### src/include/timer_pkg.sv
// Constants and types shared by the prescaled timer match core
// Overview of operation
// The timer advances by one when the divider count hits its limit.
// Unless cleared first, the timer counts through all ones to zero.
// A rollover of the timer counter raises no interrupt and sets no flag.
// Software that must see a rollover programs a compare channel for it.
// A 32-bit divider limit register sets the top of the divider count.
// While enabled the 32-bit divider count increments on every clock below the limit.
// At the limit the next clock bumps the timer and zeroes the divider.
// The timer advances once every limit plus one clocks.
// With irq bit 0, 3, 6 or 9 set, a match raises an interrupt.
// With clear bit 1, 4, 7 or 10 set, a match resets the timer.
// With halt bit 2, 5, 8 or 11 set, a match stops both counters.
// Match control resets to zero; software writes no ones above bit 11.
// Both counters advance only while the run enable bit is one.
// While the run clear bit is one both counters are held at zero.
// A channel interrupt sets its flag; writing one clears, zero keeps it.
// Every compare value is compared with the timer on every clock.
// The interrupt output is high while any pending flag is set.
`default_nettype none
package timer_pkg;
  localparam int          NUM_CH       = 4;
  localparam int          MCA_WIDTH    = 12;
  localparam int          BITS_PER_CH  = 3;
  localparam int          IRQ_BIT      = 0;
  localparam int          CLEAR_BIT    = 1;
  localparam int          HALT_BIT     = 2;
  localparam int          EN_BIT       = 0;
  localparam int          RST_BIT      = 1;
  localparam logic [31:0] ADDR_PENDING = 32'h4001_4000;
  localparam logic [31:0] ADDR_RUN     = 32'h4001_4004;
  localparam logic [31:0] ADDR_TICK    = 32'h4001_4008;
  localparam logic [31:0] ADDR_LIMIT   = 32'h4001_400c;
  localparam logic [31:0] ADDR_DIVCNT  = 32'h4001_4010;
  localparam logic [31:0] ADDR_MCA     = 32'h4001_4014;
  localparam logic [31:0] ADDR_CV0     = 32'h4001_4018;
  localparam logic [31:0] ADDR_CV1     = 32'h4001_401c;
  localparam logic [31:0] ADDR_CV2     = 32'h4001_4020;
  localparam logic [31:0] ADDR_CV3     = 32'h4001_4024;
  localparam logic [31:0] RESET_WORD   = 32'h0000_0000;
  localparam logic [11:0] RESET_MCA    = 12'h000;

  typedef struct packed {
    logic [31:0]             tick_count;
    logic [31:0]             divider_count;
    logic [31:0]             divider_limit;
    logic [MCA_WIDTH-1:0]    match_action_control;
    logic [NUM_CH-1:0][31:0] compare_value;
    logic                    run_enable;
    logic                    run_clear;
    logic [NUM_CH-1:0]       pending_flags;
    logic [31:0]             rdata;
    logic                    ready;
    logic                    slverr;
    logic                    irq;
  } core_state_t;

  typedef struct packed {
    logic [NUM_CH-1:0] prev_hit;
  } unit_state_t;
endpackage
`default_nettype wire

### src/include/match_if.sv
// Signals between the timer core and its compare unit
`default_nettype none
interface match_if;
  import timer_pkg::*;
  logic [31:0]             tick_count;
  logic [NUM_CH-1:0][31:0] compare_value;
  logic [MCA_WIDTH-1:0]    match_action_control;
  logic [NUM_CH-1:0]       hit;
  logic [NUM_CH-1:0]       irq_event;
  logic [NUM_CH-1:0]       clear_hit;
  logic [NUM_CH-1:0]       halt_event;
  modport core (output tick_count, compare_value, match_action_control,
                input  hit, irq_event, clear_hit, halt_event);
  modport unit (input  tick_count, compare_value, match_action_control,
                output hit, irq_event, clear_hit, halt_event);
endinterface
`default_nettype wire

### src/verilog/match_unit.sv
// Per-channel comparators and match action decode
`default_nettype none
module match_unit (
  input  wire logic pclk,
  input  wire logic presetn,
  match_if.unit     mi
);
  import timer_pkg::*;

  unit_state_t s;
  unit_state_t next_s;

  ////////////////////////////////////////////////////////////////////////
  // Events fire on the first cycle of equality, so a long prescale period
  // does not raise the same interrupt or halt again and again.
  genvar i;
  generate
    for (i = 0; i < NUM_CH; i++) begin : g_ch
      assign mi.hit[i]        = mi.tick_count == mi.compare_value[i];
      assign mi.irq_event[i]  = mi.hit[i] & ~s.prev_hit[i] &
        mi.match_action_control[i*BITS_PER_CH+IRQ_BIT];
      assign mi.clear_hit[i]  = mi.hit[i] &
        mi.match_action_control[i*BITS_PER_CH+CLEAR_BIT];
      assign mi.halt_event[i] = mi.hit[i] & ~s.prev_hit[i] &
        mi.match_action_control[i*BITS_PER_CH+HALT_BIT];
    end
  endgenerate

  always_comb begin
    next_s          = s;
    next_s.prev_hit = mi.hit;
  end

  always_ff @(posedge pclk or negedge presetn) begin
    if (!presetn) begin
      s <= '0;
    end else begin
      s <= next_s;
    end
  end
endmodule
`default_nettype wire

### src/verilog/prescaled_timer_match_core.sv
// Prescaled 32-bit timer with four compare channels and an APB slave
`default_nettype none
module prescaled_timer_match_core (
  input  wire logic                pclk,
  input  wire logic                presetn,
  input  wire logic                psel,
  input  wire logic                penable,
  input  wire logic                pwrite,
  input  wire logic [31:0]         paddr,
  input  wire logic [31:0]         pwdata,
  output logic [31:0]              prdata,
  output logic                     pready,
  output logic                     pslverr,
  output logic                     irq
);
  import timer_pkg::*;

  core_state_t s;
  core_state_t next_s;
  logic        setup;
  logic        wr;
  logic        terminal;

  match_if mi ();

  match_unit u_match (
    .pclk    (pclk),
    .presetn (presetn),
    .mi      (mi)
  );

  assign mi.tick_count           = s.tick_count;
  assign mi.compare_value        = s.compare_value;
  assign mi.match_action_control = s.match_action_control;

  assign setup    = psel & ~penable;
  assign wr       = psel & penable & s.ready & pwrite;
  assign terminal = s.divider_count == s.divider_limit;

  ////////////////////////////////////////////////////////////////////////
  // Next state
  always_comb begin
    next_s = s;

    // Counting; a halting match freezes the timer at the match value and the divider count where it stands
    if (s.run_enable && !(|mi.halt_event)) begin
      if (terminal) begin
        next_s.divider_count = RESET_WORD;
        if (|mi.clear_hit) begin
          next_s.tick_count = RESET_WORD;
        end else begin
          // All ones wraps to zero with no side effect
          next_s.tick_count = s.tick_count + 32'h1;
        end
      end else begin
        next_s.divider_count = s.divider_count + 32'h1;
      end
    end

    // Bus answer, one wait-free access after every setup
    next_s.ready  = setup;
    next_s.slverr = 1'b0;
    if (setup) begin
      next_s.rdata = RESET_WORD;
      if (paddr == ADDR_PENDING) begin
        next_s.rdata[NUM_CH-1:0] = s.pending_flags;
      end else if (paddr == ADDR_RUN) begin
        next_s.rdata[EN_BIT]  = s.run_enable;
        next_s.rdata[RST_BIT] = s.run_clear;
      end else if (paddr == ADDR_TICK) begin
        next_s.rdata = s.tick_count;
      end else if (paddr == ADDR_LIMIT) begin
        next_s.rdata = s.divider_limit;
      end else if (paddr == ADDR_DIVCNT) begin
        next_s.rdata = s.divider_count;
      end else if (paddr == ADDR_MCA) begin
        next_s.rdata[MCA_WIDTH-1:0] = s.match_action_control;
      end else if (paddr == ADDR_CV0) begin
        next_s.rdata = s.compare_value[0];
      end else if (paddr == ADDR_CV1) begin
        next_s.rdata = s.compare_value[1];
      end else if (paddr == ADDR_CV2) begin
        next_s.rdata = s.compare_value[2];
      end else if (paddr == ADDR_CV3) begin
        next_s.rdata = s.compare_value[3];
      end else begin
        next_s.slverr = 1'b1;
      end
    end

    // Register writes; software loads beat counting
    if (wr) begin
      if (paddr == ADDR_RUN) begin
        next_s.run_enable = pwdata[EN_BIT];
        next_s.run_clear  = pwdata[RST_BIT];
      end else if (paddr == ADDR_TICK) begin
        next_s.tick_count = pwdata;
      end else if (paddr == ADDR_LIMIT) begin
        next_s.divider_limit = pwdata;
      end else if (paddr == ADDR_DIVCNT) begin
        next_s.divider_count = pwdata;
      end else if (paddr == ADDR_MCA) begin
        // Upper bits are not stored, so they cannot misbehave
        next_s.match_action_control = pwdata[MCA_WIDTH-1:0];
      end else if (paddr == ADDR_CV0) begin
        next_s.compare_value[0] = pwdata;
      end else if (paddr == ADDR_CV1) begin
        next_s.compare_value[1] = pwdata;
      end else if (paddr == ADDR_CV2) begin
        next_s.compare_value[2] = pwdata;
      end else if (paddr == ADDR_CV3) begin
        next_s.compare_value[3] = pwdata;
      end
    end

    // Flags: a set in the clearing cycle survives
    next_s.pending_flags = s.pending_flags;
    if (wr && paddr == ADDR_PENDING) begin
      next_s.pending_flags = s.pending_flags & ~pwdata[NUM_CH-1:0];
    end
    next_s.pending_flags = next_s.pending_flags | mi.irq_event;

    // Halt wins over a simultaneous software enable
    if (|mi.halt_event) begin
      next_s.run_enable = 1'b0;
    end

    // Held clear overrides every other counter update
    if (s.run_clear) begin
      next_s.tick_count    = RESET_WORD;
      next_s.divider_count = RESET_WORD;
    end

    next_s.irq = |next_s.pending_flags;
  end

  always_ff @(posedge pclk or negedge presetn) begin
    if (!presetn) begin
      s <= '0;
    end else begin
      s <= next_s;
    end
  end

  assign prdata  = s.rdata;
  assign pready  = s.ready;
  assign pslverr = s.slverr;
  assign irq     = s.irq;

  logic quiet;
  assign quiet = ~wr & ~s.run_clear & ~(|mi.halt_event);

  genvar g;
  generate
    for (g = 0; g < NUM_CH; g++) begin : g_cv_chk

    end
  endgenerate
endmodule
`default_nettype wire

### config.mk
export PLATFORM = sky130hd
export DESIGN_NAME = prescaled_timer_match_core
export DESIGN_NICKNAME = d
export VERILOG_FILES = /design/src/include/timer_pkg.sv /design/src/include/match_if.sv /design/src/verilog/match_unit.sv /design/src/verilog/prescaled_timer_match_core.sv
export SDC_FILE = /design/constraint.sdc
export NUM_CORES = 1
export LEC_CHECK = 0
export ABC_AREA = 0
export BUFFER_PORTS_ARGS = -buffer_cell sky130_fd_sc_hd__clkbuf_2
export CAP_MARGIN = 20
export CORE_MARGIN = 8
export CORE_UTILIZATION = 54
export DETAILED_ROUTE_END_ITERATION = 10
export PLACE_DENSITY = 0.72
export SYNTH_ARGS = -nofsm -noshare
export SYNTH_HDL_FRONTEND = slang
export SYNTH_SLANG_ARGS = --single-unit
export TNS_END_PERCENT = 20
### constraint.sdc
create_clock -name pclk -period 4.3 [get_ports pclk]
set_input_delay 0 -clock pclk [delete_from_list [all_inputs] [get_ports pclk]]
set_output_delay 0 -clock pclk [all_outputs]
set_load 0.05 [all_outputs]
==> results.tsv <==
metric	value	unit
result of the run	finished, final reports clean	
vias	13697	
number of non-filler instances in the completed layout	2058	
fraction of the mapped netlist area in simple logic gates	13.7	%
minimum period implied by the final worst setup slack	3.55	ns
measured slew at the worst slew-check pin	1.01	ns
total of warnings raised by yosys	0	
detailed-route wire length	61.9	mm
clock insertion delay at the later pin of the skew report	0.52	ns
least setup slack across all paths after layout	0.747	ns
number of synthesized register bits	281	
global-route usage over all layers	34.2	%
max-cap check violation count	0	
cells resized by post-CTS repair	0	
HP Class	in -> reg	
area of the mapped netlist	0.0160	mm2
placed insts	1965	
standby leakage power	8.48	nW
count of nets left with antenna violations after detail routing	0	
Remaining DRCs	0	
total number of H-tree levels	2	
horizontal die dimension	188	um
most numerous cell in the Yosys netlist	dfrtp_1	
Finished Core Util	61.8	%
Clock Tree Buf Depth	3	
cell chain of the critical path	xor2_1, nor4_1, nand4_1, o31a_1, or4b_2, buf_12, or2_0, o311ai_0, o311ai_1	
IR Drop Worst-Case VDD	0.000323	V
worst slack at placement	0.872	ns
post-synthesis compound-gate area fraction	11.9	%
fmax	0.281	GHz
iteration-0 DRC count of the detailed router	1978	
arrival time of data at the critical path endpoint	3.92	ns
Area contributors post-synth	dfrtp_1, mux2_2, xor2_1	
total setup buffers inserted after CTS	0	
main flop type after synthesis	dfrtp_1	
count of different cell masters after synthesis	68	
CTS sink cnt	281	
CP startpoint kind	flip-flop	
wire length of the first global-routing pass	91.4	mm
final setup fails	0	
first-pass iteration count of the detailed router	6	
master of the slowest instance on the critical path	or4b_2	
final weighted congestion in routability-driven placement	1.07	
layout cell share with drive strength beyond 1	23.8	%
synthesis-to-finish area growth	13.3	%
part of the cycle the worst path needs	82.6	%
residual overflow from global routing	0	
portion of synthesized cell area occupied by the leading cell type	43.9	%
count of antenna diodes in the layout	0	
antenna violations before repair	0	
number of global-route vias before repair	13596	
via count normalized by instance count	6.66	
post-detailed-route wirelength per cell	30.1	um
Fin Clk Skew	0.0181	ns
setup_tns	0	ns
HPWL after detailed placement	44.8	mm
R2R setup slack	0.75	ns
net count after synthesis	1641	
number of nets in the finished design	1716	
cts-stage hold buffer count	33	
share of synthesized cell area in full adder, half adder and majority cells	0.156	%
worst max-slew margin expressed relative to the limit	32.3	%
cell type with the largest total area after synthesis	dfrtp_1	
area of the core	0.0294	mm2
multiplexer share of the synthesized area	13.2	%
Top Ports	104	
total clock buffers created by CTS	34	
unrepaired setup endpoints after global routing	no	
number of standard-cell rows in the floorplan	63	
dominant combinational cell family by area after synthesis	simple AND/OR/NAND/NOR gates	
EDFF count, synth	0	
pin count of the biggest net entering global routing	118	
TritonCTS clock tree	done	
cells after synthesis	1570	
share of synthesized area occupied by flip-flops and latches	43.9	%
mean cell area of the mapped netlist	10.2	um2
power density normalized to cell area	324	mW/mm2
crit-path max FO	30	
final count of pins violating max slew	0	
number of buffer cells added on primary ports	103	
Worst Path Class, Setup	reg -> reg	
Die Height	188	um
XOR/XNOR share of the synthesized area	11.3	%
fill cell count	2485	
kind of end point of the critical path	flip-flop	
slowest cell delay on critical path	0.69	ns
most frequent cells after synthesis	dfrtp_1, mux2_2, xor2_1, nand2_1, o21ai_0	
fraction of synthesis flops using an asynchronous set or reset pin	100	%
clock-pin slew reported for the worst setup and hold paths after clock tree synthesis	0.06	ns
hold violation total from the final report	0	
effective utilization at floorplan	54.5	%
die area	0.0355	mm2
clock tree root buffer cell	clkbuf_16	
Critical Path RT	4.67	ns
stage by stage:
stage	area [um2]	power [mW]	hold WS, ns
6_report	18200	5.87	0.126
5_1_grt	18200	6.03	0.141
4_1_cts	18100	5.89	0.0933
3_5_place_dp	16700	2.99	0.170
3_3_place_gp	16700	2.99	0.167
2_1_floorplan	16000	2.84	-0.296
final cells by class:
type | count | area [um2] | share of cell area, %
Tap cell | 390 | 488 | 2.69
Clock buffer | 47 | 971 | 5.35
Clock inverter | 12 | 139 | 0.765
Inverter | 26 | 97.6 | 0.538
Sequential cell | 281 | 7030 | 38.7
Multi-Input combinational cell | 1111 | 8100 | 44.6
Timing Repair Buffer | 191 | 1330 | 7.30
worst max-delay path, delay by kind of cell, from the launching register on:
kind / cells / cell delay, ns
buffers and inverters: 1 / 0.22
DFF: 1 / 0.59
and+or+nand+nor: 4 / 1.33
AOI/OAI and AO/OA: 3 / 0.77
xor gates and xnor gates: 1 / 0.47
flip-flops by register name, indices dropped and copies added (netlist names):
signal	flops
irq	1
mi.compare_value	128
mi.match_action_control	12
mi.tick_count	32
prdata	32
pready	1
pslverr	1
s	70
u_match.s	4
placed cells by master, fill, tap and decap left out, drive strengths merged, types with 4 or more instances in the layout:
cell	n
nor3b	4
a21oi	39
inv	26
buf	56
mux2i	25
mux2	166
o21a	5
a22o	4
xor2	139
nor2	73
o21bai	4
a22oi	23
a32o	4
xnor2	67
o22a	7
nand2b	13
clkinv	9
a31oi	8
o22ai	4
nand4	26
a211oi	13
and3	21
dlygate4sd3	33
o21ai	100
nand2	128
a222oi	26
a221o	4
nand3	36
o211a	19
clkbuf	149
and4	6
and2	4
nor4b	5
dfrtp	281
nor3	39
nor4	61
or2	4
layer usage:
layer / vias to the layer above / track usage [%] / part of all wire (%)
li1: 5774 / - / -
met1: 6824 / 45.4 / 40
met2: 886 / 53.1 / 45
met3: 213 / 7.26 / 9.4
met4: 0 / 16.1 / 5.5
met5: - / 0 / 0
path summary, 6_finish.rpt:
kind | from | end | cells after the start
setup reg to reg | mi.tick_count[28]$_DFF_PN0_ | s[244]$_DFF_PN0_ | 9
hold reg to reg | prdata[4]$_DFFE_PN0P_ | prdata[4]$_DFFE_PN0P_ | 2
max in group asynchronous | presetn | s[193]$_DFFE_PN0P_ | 3
setup / recovery | mi.tick_count[28]$_DFF_PN0_ | s[244]$_DFF_PN0_ | 9
hold / removal | paddr[3] | prdata[3]$_DFFE_PN0P_ | 4
min in group asynchronous | presetn | prdata[7]$_DFFE_PN0P_ | 2
logic make-up after synthesis:
group / after synthesis
simple gates: 432
flops: 281
compound gates: 280
xor+xnor: 206
mux: 191
buf+inv: 178
fa+ha+maj: 2
where the power goes:
part	total, mW	internal, mW	switching, mW
clock network	2.90	1.76	1.15
logic	0.303	0.0815	0.222
registers	2.67	2.66	0.00752
Power figures use the tool's default switching activity.
